$ cat src/logic/cips_pkg.sv
// Purpose: Shared constants and types for the init and park sequencer ends.
// Assumes: One 20 MHz clock (mclk) on both ends.
// Notes: Cycle counts are derived from times; least times round up.
`default_nettype none
package cips_pkg;

  // ----------------------------------------
  // Clock and timing
  // ----------------------------------------
  localparam int unsigned CLK_HZ = 20000000;
  localparam int unsigned PARK_FILT_NS = 150;
  localparam int unsigned PARK_LEAD_US = 40;
  // Longest ignored glitch, rounded down (none below one cycle)
  localparam int unsigned PARK_FILT_CYC_RAW = (PARK_FILT_NS * (CLK_HZ / 1000000)) / 1000;
  localparam int unsigned PARK_FILT_CYC = (PARK_FILT_CYC_RAW < 1) ? 1 : PARK_FILT_CYC_RAW;
  // Least hold after a park request, rounded up
  localparam int unsigned PARK_HOLD_CYC = (PARK_LEAD_US * CLK_HZ + 999999) / 1000000;

  // ----------------------------------------
  // Defaults for values not fixed by the hardware
  // ----------------------------------------
  localparam int unsigned LOCK_CYC_DEF = 64;
  localparam int unsigned PARK_CYC_DEF = 400;
  localparam int unsigned CFG_W_DEF = 16;
  localparam int unsigned CMD_W = 8;
  localparam logic [7:0] FLASH_READ_CMD = 8'h03;
  localparam int unsigned CNT_W = 16;

  // ----------------------------------------
  // State types
  // ----------------------------------------
  typedef enum logic [2:0] {DS_RESET, DS_LOCK, DS_LOAD, DS_READY, DS_PARKING, DS_PARKED}
    cips_dev_state_t;
  typedef enum logic [1:0] {HS_OFF, HS_RUN, HS_WARN, HS_CUT} cips_host_state_t;

endpackage : cips_pkg
`default_nettype wire

$ cat src/logic/cips_link_if.sv
// Purpose: Pins between the controller and its power monitor and host.
// Assumes: Pull-up on the host interrupt line.
// Notes: Pull-up is resolved here from the output enable.
`timescale 1ns/1ns
`default_nettype none
interface cips_link_if;
  logic sys_rst_low;
  logic mirror_safe_request_n;
  logic host_io_supply;
  logic host_irq_o;
  logic host_irq_oe;
  logic host_irq_line;
  logic illum_select_0;
  logic illum_select_1;
  logic illum_oe;
  logic flash_serial_clock;
  logic flash_serial_out;
  logic flash_select0_n;
  logic flash_oe;
  logic flash_serial_in;

  // ----------------------------------------
  // Pulled-up interrupt wire
  // ----------------------------------------
  assign host_irq_line = host_irq_oe ? host_irq_o : 1'b1;

  modport ctrl (
    input sys_rst_low, mirror_safe_request_n, host_io_supply, flash_serial_in,
    output host_irq_o, host_irq_oe, illum_select_0, illum_select_1, illum_oe,
    output flash_serial_clock, flash_serial_out, flash_select0_n, flash_oe
  );
  modport mon (
    output sys_rst_low, mirror_safe_request_n, host_io_supply,
    input host_irq_line
  );
endinterface : cips_link_if
`default_nettype wire

$ cat src/logic/cips_sync.sv
// Purpose: Two-flop synchroniser for a group of level inputs.
// Assumes: Inputs are levels; no pulses shorter than two cycles matter.
// Notes: The first stage feeds only the second stage.
`timescale 1ns/1ns
`default_nettype none
module cips_sync
  import cips_pkg::*;
#(
  parameter int unsigned WIDTH = 2,
  parameter logic [WIDTH-1:0] RST_VAL = '0
)
(
  input wire logic mclk,
  input wire logic sys_rst,
  input wire logic [WIDTH-1:0] d,
  output logic [WIDTH-1:0] q
);
  typedef struct packed {
    logic [WIDTH-1:0] meta;
    logic [WIDTH-1:0] stable;
  } cips_sync_st_t;

  cips_sync_st_t s_r;
  cips_sync_st_t s_nxt;

  // ----------------------------------------
  // Two stages
  // ----------------------------------------
  always_comb
  begin
    s_nxt = s_r;
    s_nxt.meta = d;
    s_nxt.stable = s_r.meta;
  end

  always_ff @(posedge mclk)
  begin
    if (sys_rst)
    begin
      s_r.meta <= RST_VAL;
      s_r.stable <= RST_VAL;
    end
    else
    begin
      s_r <= s_nxt;
    end
  end

  assign q = s_r.stable;
endmodule : cips_sync
`default_nettype wire

$ cat src/logic/cips_device.sv
// Purpose: Controller end: reset pin handling, init sequence, fast park.
// Assumes: mclk at 20 MHz; serial flash returns config after a read command.
// Notes: Lock wait and park time are parameters; park must end well inside
//        the hold time that the monitor guarantees.
`timescale 1ns/1ns
`default_nettype none
module cips_device
  import cips_pkg::*;
#(
  parameter int unsigned LOCK_CYC = LOCK_CYC_DEF,
  parameter int unsigned PARK_CYC = PARK_CYC_DEF,
  parameter int unsigned CFG_W = CFG_W_DEF
)
(
  input wire logic mclk,
  input wire logic sys_rst,
  cips_link_if.ctrl link,
  input wire logic [1:0] illum_req,
  output logic init_busy,
  output logic init_done,
  output logic park_busy,
  output logic parked,
  output logic [CFG_W-1:0] cfg_word
);
  localparam int unsigned LOAD_BITS = CMD_W + CFG_W;

  typedef struct packed {
    cips_dev_state_t state;
    logic [CNT_W-1:0] cnt;
    logic [CNT_W-1:0] bit_idx;
    logic [3:0] filt_cnt;
    logic park_filt_n;
    logic [CFG_W-1:0] cfg;
    logic irq;
    logic irq_oe;
    logic [1:0] illum;
    logic illum_oe;
    logic sclk;
    logic sdout;
    logic sel_n;
    logic flash_oe;
    logic busy;
    logic done;
    logic pk_busy;
    logic pk_done;
  } cips_dev_st_t;

  cips_dev_st_t s_r;
  cips_dev_st_t s_nxt;
  logic [1:0] sync_q;
  logic rst_low_s;
  logic park_n_s;
  logic in_reset;

  // ----------------------------------------
  // Input synchronisers
  // ----------------------------------------
  // Reset pin idles low and park pin idles high until proven otherwise
  cips_sync #(
    .WIDTH(2),
    .RST_VAL(2'h2)
  ) u_sync (
    .mclk(mclk),
    .sys_rst(sys_rst),
    .d({link.mirror_safe_request_n, link.sys_rst_low}),
    .q(sync_q)
  );
  assign rst_low_s = sync_q[0];
  assign park_n_s = sync_q[1];
  // Pin reset acts only through the synchronised copy
  assign in_reset = ~rst_low_s;

  // ----------------------------------------
  // Next-state logic
  // ----------------------------------------
  always_comb
  begin
    s_nxt = s_r;
    // Glitch filter: a new level must hold past the filter window
    if (park_n_s != s_r.park_filt_n)
    begin
      if (s_r.filt_cnt >= 4'(PARK_FILT_CYC))
      begin
        s_nxt.park_filt_n = park_n_s;
        s_nxt.filt_cnt = '0;
      end
      else
      begin
        s_nxt.filt_cnt = s_r.filt_cnt + 4'h1;
      end
    end
    else
    begin
      s_nxt.filt_cnt = '0;
    end

    // Host-powered output follows the host supply once out of reset
    s_nxt.irq_oe = ~in_reset & link.host_io_supply;

    if (in_reset)
    begin
      // Inactive levels, tri-state flash and illumination pins
      s_nxt.state = DS_RESET;
      s_nxt.cnt = '0;
      s_nxt.bit_idx = '0;
      s_nxt.irq = 1'b0;
      s_nxt.illum = 2'h0;
      s_nxt.illum_oe = 1'b0;
      s_nxt.sclk = 1'b0;
      s_nxt.sdout = 1'b0;
      s_nxt.sel_n = 1'b1;
      s_nxt.flash_oe = 1'b0;
      s_nxt.busy = 1'b0;
      s_nxt.done = 1'b0;
      s_nxt.pk_busy = 1'b0;
      s_nxt.pk_done = 1'b0;
      s_nxt.park_filt_n = 1'b1;
    end
    else
    begin
      case (s_r.state)
        DS_RESET:
        begin
          // Release: drive flash and illumination pins, raise interrupt, flag init in progress
          s_nxt.irq = 1'b1;
          s_nxt.illum_oe = 1'b1;
          s_nxt.flash_oe = 1'b1;
          s_nxt.busy = 1'b1;
          s_nxt.cnt = '0;
          s_nxt.state = DS_LOCK;
        end
        DS_LOCK:
        begin
          // Wait for the PLL to settle before touching flash
          if (s_r.cnt >= CNT_W'(LOCK_CYC - 1))
          begin
            s_nxt.cnt = '0;
            s_nxt.bit_idx = '0;
            s_nxt.sel_n = 1'b0;
            s_nxt.sdout = FLASH_READ_CMD[CMD_W-1];
            s_nxt.state = DS_LOAD;
          end
          else
          begin
            s_nxt.cnt = s_r.cnt + 1'b1;
          end
        end
        DS_LOAD:
        begin
          // Clock at half rate: data set on low phase, sampled on rise
          if (!s_r.sclk)
          begin
            s_nxt.sclk = 1'b1;
            if (s_r.bit_idx >= CNT_W'(CMD_W))
            begin
              s_nxt.cfg = {s_r.cfg[CFG_W-2:0], link.flash_serial_in};
            end
          end
          else
          begin
            s_nxt.sclk = 1'b0;
            s_nxt.bit_idx = s_r.bit_idx + 1'b1;
            if (s_r.bit_idx + 1'b1 < CNT_W'(CMD_W))
            begin
              s_nxt.sdout = FLASH_READ_CMD[CMD_W - 2 - 32'(s_r.bit_idx)];
            end
            else
            begin
              s_nxt.sdout = 1'b0;
            end
            if (s_r.bit_idx >= CNT_W'(LOAD_BITS - 1))
            begin
              s_nxt.sel_n = 1'b1;
              s_nxt.busy = 1'b0;
              s_nxt.done = 1'b1;
              s_nxt.irq = 1'b0;
              s_nxt.state = DS_READY;
            end
          end
        end
        DS_READY:
        begin
          // Illumination follows the user request while running
          s_nxt.illum = illum_req;
        end
        DS_PARKING:
        begin
          // Lights off, park the array within the guaranteed hold time
          s_nxt.illum = 2'h0;
          if (s_r.cnt >= CNT_W'(PARK_CYC - 1))
          begin
            s_nxt.pk_busy = 1'b0;
            s_nxt.pk_done = 1'b1;
            s_nxt.state = DS_PARKED;
          end
          else
          begin
            s_nxt.cnt = s_r.cnt + 1'b1;
          end
        end
        DS_PARKED:
        begin
          // Stays parked until the next reset
          s_nxt.illum = 2'h0;
        end
        default:
        begin
          s_nxt.state = DS_RESET;
        end
      endcase

      // Filtered park request overrides any running phase
      if (!s_r.park_filt_n && s_r.state != DS_RESET &&
          s_r.state != DS_PARKING && s_r.state != DS_PARKED)
      begin
        s_nxt.state = DS_PARKING;
        s_nxt.cnt = '0;
        s_nxt.illum = 2'h0;
        s_nxt.sel_n = 1'b1;
        s_nxt.sclk = 1'b0;
        s_nxt.busy = 1'b0;
        s_nxt.pk_busy = 1'b1;
      end
    end
  end

  // ----------------------------------------
  // State register
  // ----------------------------------------
  always_ff @(posedge mclk)
  begin
    if (sys_rst)
    begin
      s_r <= '0;
      s_r.state <= DS_RESET;
      s_r.park_filt_n <= 1'b1;
      s_r.sel_n <= 1'b1;
    end
    else
    begin
      s_r <= s_nxt;
    end
  end

  // ----------------------------------------
  // Outputs, all from flops
  // ----------------------------------------
  assign link.host_irq_o = s_r.irq;
  assign link.host_irq_oe = s_r.irq_oe;
  assign link.illum_select_0 = s_r.illum[0];
  assign link.illum_select_1 = s_r.illum[1];
  assign link.illum_oe = s_r.illum_oe;
  assign link.flash_serial_clock = s_r.sclk;
  assign link.flash_serial_out = s_r.sdout;
  assign link.flash_select0_n = s_r.sel_n;
  assign link.flash_oe = s_r.flash_oe;
  assign init_busy = s_r.busy;
  assign init_done = s_r.done;
  assign park_busy = s_r.pk_busy;
  assign parked = s_r.pk_done;
  assign cfg_word = s_r.cfg;
endmodule : cips_device
`default_nettype wire

$ cat src/flat_wrapper.sv
// flat-port wrapper written by rule: the top's interface ports become plain ports
module cips_device_flat import cips_pkg::*;
#(
  parameter int unsigned LOCK_CYC = LOCK_CYC_DEF,
  parameter int unsigned PARK_CYC = PARK_CYC_DEF,
  parameter int unsigned CFG_W = CFG_W_DEF
)
  (mclk, sys_rst, illum_req, init_busy, init_done, park_busy, parked, cfg_word, link_sys_rst_low, link_mirror_safe_request_n, link_host_io_supply, link_flash_serial_in, link_host_irq_o, link_host_irq_oe, link_illum_select_0, link_illum_select_1, link_illum_oe, link_flash_serial_clock, link_flash_serial_out, link_flash_select0_n, link_flash_oe);
  cips_link_if link_i ();
  input wire logic mclk;
  input wire logic sys_rst;
  input wire logic [1:0] illum_req;
  output logic init_busy;
  output logic init_done;
  output logic park_busy;
  output logic parked;
  output logic [CFG_W-1:0] cfg_word;
  input wire logic [$bits(link_i.sys_rst_low)-1:0] link_sys_rst_low;
  input wire logic [$bits(link_i.mirror_safe_request_n)-1:0] link_mirror_safe_request_n;
  input wire logic [$bits(link_i.host_io_supply)-1:0] link_host_io_supply;
  input wire logic [$bits(link_i.flash_serial_in)-1:0] link_flash_serial_in;
  output wire logic [$bits(link_i.host_irq_o)-1:0] link_host_irq_o;
  output wire logic [$bits(link_i.host_irq_oe)-1:0] link_host_irq_oe;
  output wire logic [$bits(link_i.illum_select_0)-1:0] link_illum_select_0;
  output wire logic [$bits(link_i.illum_select_1)-1:0] link_illum_select_1;
  output wire logic [$bits(link_i.illum_oe)-1:0] link_illum_oe;
  output wire logic [$bits(link_i.flash_serial_clock)-1:0] link_flash_serial_clock;
  output wire logic [$bits(link_i.flash_serial_out)-1:0] link_flash_serial_out;
  output wire logic [$bits(link_i.flash_select0_n)-1:0] link_flash_select0_n;
  output wire logic [$bits(link_i.flash_oe)-1:0] link_flash_oe;
  assign link_i.sys_rst_low = link_sys_rst_low;
  assign link_i.mirror_safe_request_n = link_mirror_safe_request_n;
  assign link_i.host_io_supply = link_host_io_supply;
  assign link_i.flash_serial_in = link_flash_serial_in;
  assign link_host_irq_o = link_i.host_irq_o;
  assign link_host_irq_oe = link_i.host_irq_oe;
  assign link_illum_select_0 = link_i.illum_select_0;
  assign link_illum_select_1 = link_i.illum_select_1;
  assign link_illum_oe = link_i.illum_oe;
  assign link_flash_serial_clock = link_i.flash_serial_clock;
  assign link_flash_serial_out = link_i.flash_serial_out;
  assign link_flash_select0_n = link_i.flash_select0_n;
  assign link_flash_oe = link_i.flash_oe;
  cips_device #(.LOCK_CYC(LOCK_CYC), .PARK_CYC(PARK_CYC), .CFG_W(CFG_W)) u_core (.mclk(mclk), .sys_rst(sys_rst), .link(link_i), .illum_req(illum_req), .init_busy(init_busy), .init_done(init_done), .park_busy(park_busy), .parked(parked), .cfg_word(cfg_word));
endmodule
$ cat config.mk
export PLATFORM = sky130hd
export DESIGN_NAME = cips_device_flat
export DESIGN_NICKNAME = d
export VERILOG_FILES = /design/src/logic/cips_pkg.sv /design/src/logic/cips_link_if.sv /design/src/logic/cips_sync.sv /design/src/logic/cips_device.sv /design/src/flat_wrapper.sv
export SDC_FILE = /design/constraint.sdc
export NUM_CORES = 1
export LEC_CHECK = 0
export BUFFER_PORTS_ARGS = -buffer_cell sky130_fd_sc_hd__buf_2
export CAP_MARGIN = 20
export CORE_ASPECT_RATIO = 1.75
export CORE_MARGIN = 10
export CORE_UTILIZATION = 45
export CTS_CLUSTER_SIZE = 25
export DETAILED_ROUTE_END_ITERATION = 8
export HOLD_SLACK_MARGIN = 0.03
export REMOVE_ABC_BUFFERS = 1
export SLEW_MARGIN = 20
export SYNTH_ARGS = -nofsm -noshare
export SYNTH_HDL_FRONTEND = slang
export SYNTH_SLANG_ARGS = --single-unit
$ cat constraint.sdc
create_clock -name mclk -period 4.9 [get_ports mclk]
set_input_delay 0.735 -clock mclk [delete_from_list [all_inputs] [get_ports mclk]]
set_output_delay 0.735 -clock mclk [all_outputs]
set_load 0.02 [all_outputs]
; ---- Word level (Yosys, flattened, before mapping)
; Memory sizes are Yosys's and may differ from the RTL's.
; Index checks and enable logic that the tools add are counted.
[word_totals]
elab_cells = 112
n_memories = 1
rom_bits = 8
reg_bits = 72
inputBits = 8
[memory_table]
columns = memory, depth, width, rd, rd_ports_with_merged_regs, write_ports, line_no
row1 = (name not given), 8, 1, 1, 0, 0, cips_device.sv:165  ; s_nxt.sdout = FLASH_READ_CMD[CMD_W - 2 - 32'(s_r.bit_idx)];
[op_classes]
reduce_logical = 28
n_eq_ne = 18
n_bitwise = 5
add_sub_neg = 4
n_mux = 29
magnitude_cmp = 7
[op_table]
columns = operator, count
row1 = 16-bit two-way mux, 4
row2 = 16-bit one-hot mux with 3 select lines, 1
row3 = 16-bit by 1-bit adder with 16-bit output (second input constant), 2
row4 = 32-bit by 4-bit < comparator with 1-bit output (second input constant), 1
row5 = 16-bit one-hot mux with 2 select lines, 1
row6 = 19-bit two-way mux, 1
row7 = 3-bit by 16-bit subtractor with 17-bit output (first input constant), 1
row8 = 16-bit by 4-bit greater-or-equal comparator with 1-bit output (second input constant), 1
row9 = 16-bit by 5-bit greater-or-equal comparator with 1-bit output (second input constant), 1
row10 = 16-bit by 6-bit greater-or-equal comparator with 1-bit output (second input constant), 1
row11 = 16-bit by 9-bit greater-or-equal comparator with 1-bit output (second input constant), 1
row12 = 16-bit by 4-bit < comparator with 1-bit output (second input constant), 1
row13 = 3-bit one-hot mux with 5 select lines, 1
row14 = 2-bit two-way mux, 6
row15 = 3-bit two-way mux, 4
row16 = 3-bit by 1-bit != test with 1-bit output (second input constant), 4
row17 = 2-bit by 1-bit != test with 1-bit output (second input constant), 5
row18 = 5-bit AND reduction, 2
row19 = 2-bit nonzero test, 5
row20 = 3-bit AND reduction, 3
row21 = 2-bit one-hot mux with 2 select lines, 2
row22 = 2-bit AND reduction, 4
row23 = 4-bit AND reduction, 2
row24 = 1-bit two-way mux, 7
row25 = 17 further kinds, 30

; ---- Longest topological paths before layout
[logic_depth]
depth_word = 6
ltp_mapped = 8
ltp_nobuf = 6

; ---- Modules after synthesis
; From an unflattened synthesis, not the netlist that was laid out.
[unflattened]
cells_unflattened = 419
area_unflattened_um2 = 3500.9
[modules_own_cells]
columns = module, cells_each, instances, area_each_um2
row1 = cips_device, 411, 1, 3395.8
row2 = cips_sync, 8, 1, 105.1

; ---- Worst setup path before layout
; No wires, ideal clock.
[synth_path]
kind = flip-flop to flip-flop
startpoint = register u_core.s_r[34] (netlist bit)
endpoint = register u_core.s_r, in the netlist u_core.link.flash_serial_out
path_buffers = 1
path_stages_with_launch = 8
arrival_time_ps = 1889
slack_ps = 2942
t_required_ps = 4831
cell_sequence = dfxtp_1 > ha_1 > buf_2 > nand3_1 > nor4_1 > xor2_1 > or4_1 > o21ai_1
[synth_via]
elab_chain_len = 6
elab_cells_between_ends = 8
classes_between = add/sub (2) / order compare (1) / mux (4) / memory (1)
[synth_rtl]
columns = element, line_no
row1 = "start, declared", cips_device.sv:48  ; cips_dev_st_t s_r;
row2 = "start signal, assigned", cips_device.sv:241  ; s_r <= s_nxt;
row3 = branches (longest 3 deep; another with 16-bit by 1-bit adder with 16-bit output), --
row4 = 1-bit two-way mux (*), cips_device.sv:163  ; if (s_r.bit_idx + 1'b1 < CNT_W'(CMD_W))
row5 = 2-bit two-way mux (*), cips_device.sv:151  ; if (!s_r.sclk)
row6 = 2-bit one-hot mux with 2 select lines (*), cips_device.sv:121  ; case (s_r.state)
; Every way passes the cells marked *. The select of a mux whose other input is x is not followed.
; A chain may end at the register's enable or synchronous reset.

; ---- Final worst setup path
[layout_path]
startpoint = input sys_rst
endpoint = register u_core.s_r, in the netlist u_core.link.flash_serial_out
[layout_via]
elab_chain_len = 1
[layout_rtl]
columns = element, line_no
row1 = "start, declared", flat_wrapper.sv:11  ; input wire logic sys_rst;
row2 = 2-bit OR reduction (no line), --
; No other way between the ends.

==> flow_summary.json <==
{
  "synth-edff-count": 0,
  "vdd_ir_drop_max_mv": 0.282,
  "via_per_inst": 5.74,
  "die_area_um2": 12000,
  "hpwlAfterDp_um": 5780,
  "syn_inst": 409,
  "dp_cells": 495,
  "numPortBuffers": 36,
  "initial_core_util_pct": 46.6,
  "max_freq_mhz": 427,
  "fillers": 743,
  "finalNetCount": 431,
  "powerDensity_nw_per_um2": 326,
  "area_delta_synth_final_pct": 9.56,
  "vias": 2941,
  "placed_area_um2": 3580,
  "wl_um": 8140,
  "synth_ff_type": "dfxtp_1",
  "crit_type": "input pin to flop",
  "synth_async_sr_flop_share_pct": 0,
  "cp-start-kind": "input pin",
  "ys_ff_latch": 72,
  "finClkSkew_ns": 0.00925,
  "finalInstanceArea_um2": 3890,
  "report.final.slew_viol_count": 0,
  "status": "complete, no violations",
  "cts_inserted_buffers": 9,
  "drive_gt1_share_pct": 17.2,
  "gr-total-overflow": 0,
  "synthDistinctLibCells": 63,
  "min_period_ns": 2.34,
  "rsz0062_at_grt": "false",
  "syn_area_um2": 3550,
  "power_frac_comb_pct": 1.6,
  "arrival_ns": 2.61,
  "cts_buffer_depth": 2,
  "max_slew_margin_pct": 44.9,
  "hold_start": "u_core.u_sync.s_nxt[1]",
  "synthMuxAreaShare_pct": 4.80,
  "grt_pass1_wl_um": 13700,
  "syn_area_per_cell_um2": 8.67,
  "postCtsResizedCells": 0,
  "synth_top_family_by_area": "simple AND/OR/NAND/NOR gates",
  "end_kind": "flop",
  "grt_pass1_vias": 2887,
  "power_switching_uw": 263,
  "clkLatencyLatePin_ns": 0.34,
  "startpoint": "sys_rst",
  "fp.dieH_um": 137,
  "dieWidth_um": 87.1,
  "holdWs_ns": 0.407,
  "p_sw_share_pct": 20.8,
  "p_leak_uw": 0.00151,
  "postRouteAntennaNets": 0,
  "firstDrtPassIters": 4,
  "synth_compound_area_share_pct": 19.8,
  "tightest_slew_ns": 0.827,
  "cts.sinks": 72,
  "route.detailed.drc": 0,
  "critPathRequiredTime_ns": 5.17,
  "seq_power_share_pct": 46.7,
  "clkTransAtPathRegs_ns": 0.06,
  "setup_viol": 0,
  "fin_crit_sh_pct": 47.7,
  "wl_per_cell_um": 15.9,
  "yosys.area_share.simple_pct": 23.4,
  "maxCapViolations": 0,
  "grt_max_degree": 25,
  "postLayoutCoreUtil_pct": 51.0,
  "track_usage_pct": 14.1,
  "tns_ns": 0,
  "p_int_uw": 1000,
  "pin_count": 37,
  "cts_root_buffer": "clkbuf_16",
  "cts_setup_buffers": 0,
  "critPathMaxFanout": 24,
  "synthAdderAreaFrac_pct": 1.41,
  "yosys_warnings": 0,
  "clockPowerShare_pct": 51.7,
  "cts_hold_buf": 0,
  "ys_seq_area_share_pct": 40.6,
  "stdcell_count": 512,
  "hp-class": "flop to flop",
  "gp_congestion": 0.884,
  "htreeDepth": 3,
  "hold_viol_final": 0,
  "antenna_found_initial": 0,
  "r2r_start": "u_core.s_r[34]",
  "synth-xor-area-share_pct": 1.48,
  "n_antenna_cell": 0,
  "drtIter0Drc": 140,
  "rows": 42,
  "cts_tree": "done",
  "core_area_um2": 7620
}
-- per-layer routing --
metal  up-vias  GRT usage (%)  part of all wire [%]
li1       1472              -                     -
met1      1399           15.2                    40
met2        49           24.0                    52
met3        21           4.38                   4.2
met4         0           7.21                   3.1
met5         -              0                     0
-- stage by stage --
step | power (uW) | worst slack [ns]
global route | 1310 | 2.30
global placement | 625 | 2.30
finish | 1270 | 2.56
CTS | 1280 | 2.57
detailed placement | 625 | 2.23
floorplan | 615 | 2.92
-- cells in the mapped netlist, drive strengths merged (3+ instances only) --
| cell type | instances | area, um^2 |
|---|---|---|
| a311oi | 3 | 26.3 |
| a41oi | 4 | 35.0 |
| nand3 | 16 | 92.6 |
| nand2 | 21 | 78.8 |
| nor2 | 61 | 236 |
| dfxtp | 72 | 1440 |
| clkbuf | 8 | 30.0 |
| o31ai | 5 | 51.3 |
| nand4 | 7 | 43.8 |
| a22oi | 5 | 37.5 |
| or4 | 4 | 30.0 |
| or3 | 7 | 43.8 |
| o2111ai | 3 | 43.8 |
| nor3 | 8 | 50.1 |
| a31oi | 9 | 56.3 |
| ha | 4 | 50.1 |
| a21oi | 31 | 155 |
| o21ai | 24 | 128 |
| inv | 10 | 37.5 |
| nor4 | 7 | 65.1 |
| nor2b | 5 | 31.3 |
| buf | 31 | 231 |
| mux2i | 17 | 170 |
| a211oi | 5 | 37.5 |
| xnor2 | 5 | 43.8 |
| or2 | 5 | 31.3 |
| and3 | 5 | 32.5 |
-- cells in the final DEF (no fill, tap or decap), types with 6 or more instances in the layout --
master / n
nand2_1: 21
nor2_1: 60
dfxtp_1: 72
a21oi_1: 31
nor3_1: 6
or3_1: 7
clkbuf_16: 9
mux2i_1: 17
o21ai_0: 21
nand4_1: 7
nand3_1: 15
a31oi_1: 9
inv_1: 10
buf_2: 36
-- sequential cells by signal, summed over array words and instances, names as in the netlist --
| register | cells |
|---|---|
| u_core.link.flash_select0_n | 1 |
| u_core.cfg_word | 16 |
| u_core.init_done | 1 |
| u_core.u_sync.q | 2 |
| u_core.u_sync.s_nxt | 2 |
| u_core.link.flash_serial_clock | 1 |
| u_core.s_r | 40 |
| u_core.parked | 1 |
| u_core.park_busy | 1 |
| u_core.link.host_irq_o | 1 |
| u_core.link.host_irq_oe | 1 |
| u_core.link.illum_select_0 | 1 |
| u_core.link.flash_serial_out | 1 |
| u_core.link.illum_oe | 1 |
| u_core.link.illum_select_1 | 1 |
| u_core.init_busy | 1 |
-- cells by family (layout without fill, tap and decap cells) --
family                   count (synthesis)  count (layout)
AO/OA/AOI/OAI                          104             104
XOR/XNOR                                 6               6
adder cells (fa/ha/maj)                  4               4
buffers and inverters                   49              63
flip-flops                              72              72
multiplexers                            17              17
other                                    1               2
AND/OR/NAND/NOR                        156             156
-- path summary, 6_finish.rpt --
kind | end | slack (ns) | depth (start not counted)
worst max-delay path | u_core.link.flash_serial_out | 2.56 | 6
worst min-delay path | u_core.u_sync.q[1] | 0.41 | 1
worst max register to register | u_core.link.flash_serial_out | 2.62 | 6
worst min register to register | u_core.u_sync.q[1] | 0.41 | 1
-- area by class of cell --
cell class	instances	area [um^2]	area share, %
timing repair buffer	37	188	4.83
tap	88	110	2.83
clock inverter	5	56.3	1.45
sequential	72	1440	37.1
multi-input combinational	289	1810	46.6
inverter	10	37.5	0.966
clock buffer	11	243	6.25
-- critical path: stages --
cell	delay, ns
buf_2	0.23
nand2b_1	0.58
a2111oi_0	0.58
o2111a_1	0.25
o2111ai_1	0.09
o21ai_1	0.14
-- power by group through the flow --
stage / combinational, uW / sequential [uW] / clock [uW]
2_1_floorplan: 9.99 / 605 / 0
3_3_place_gp: 20.7 / 604 / 0
3_5_place_dp: 20.9 / 604 / 0
4_1_cts: 20.9 / 592 / 667
5_1_grt: 23.0 / 592 / 692
6_report: 20.7 / 592 / 654
Note: power is estimated with default switching activity, not from simulation.
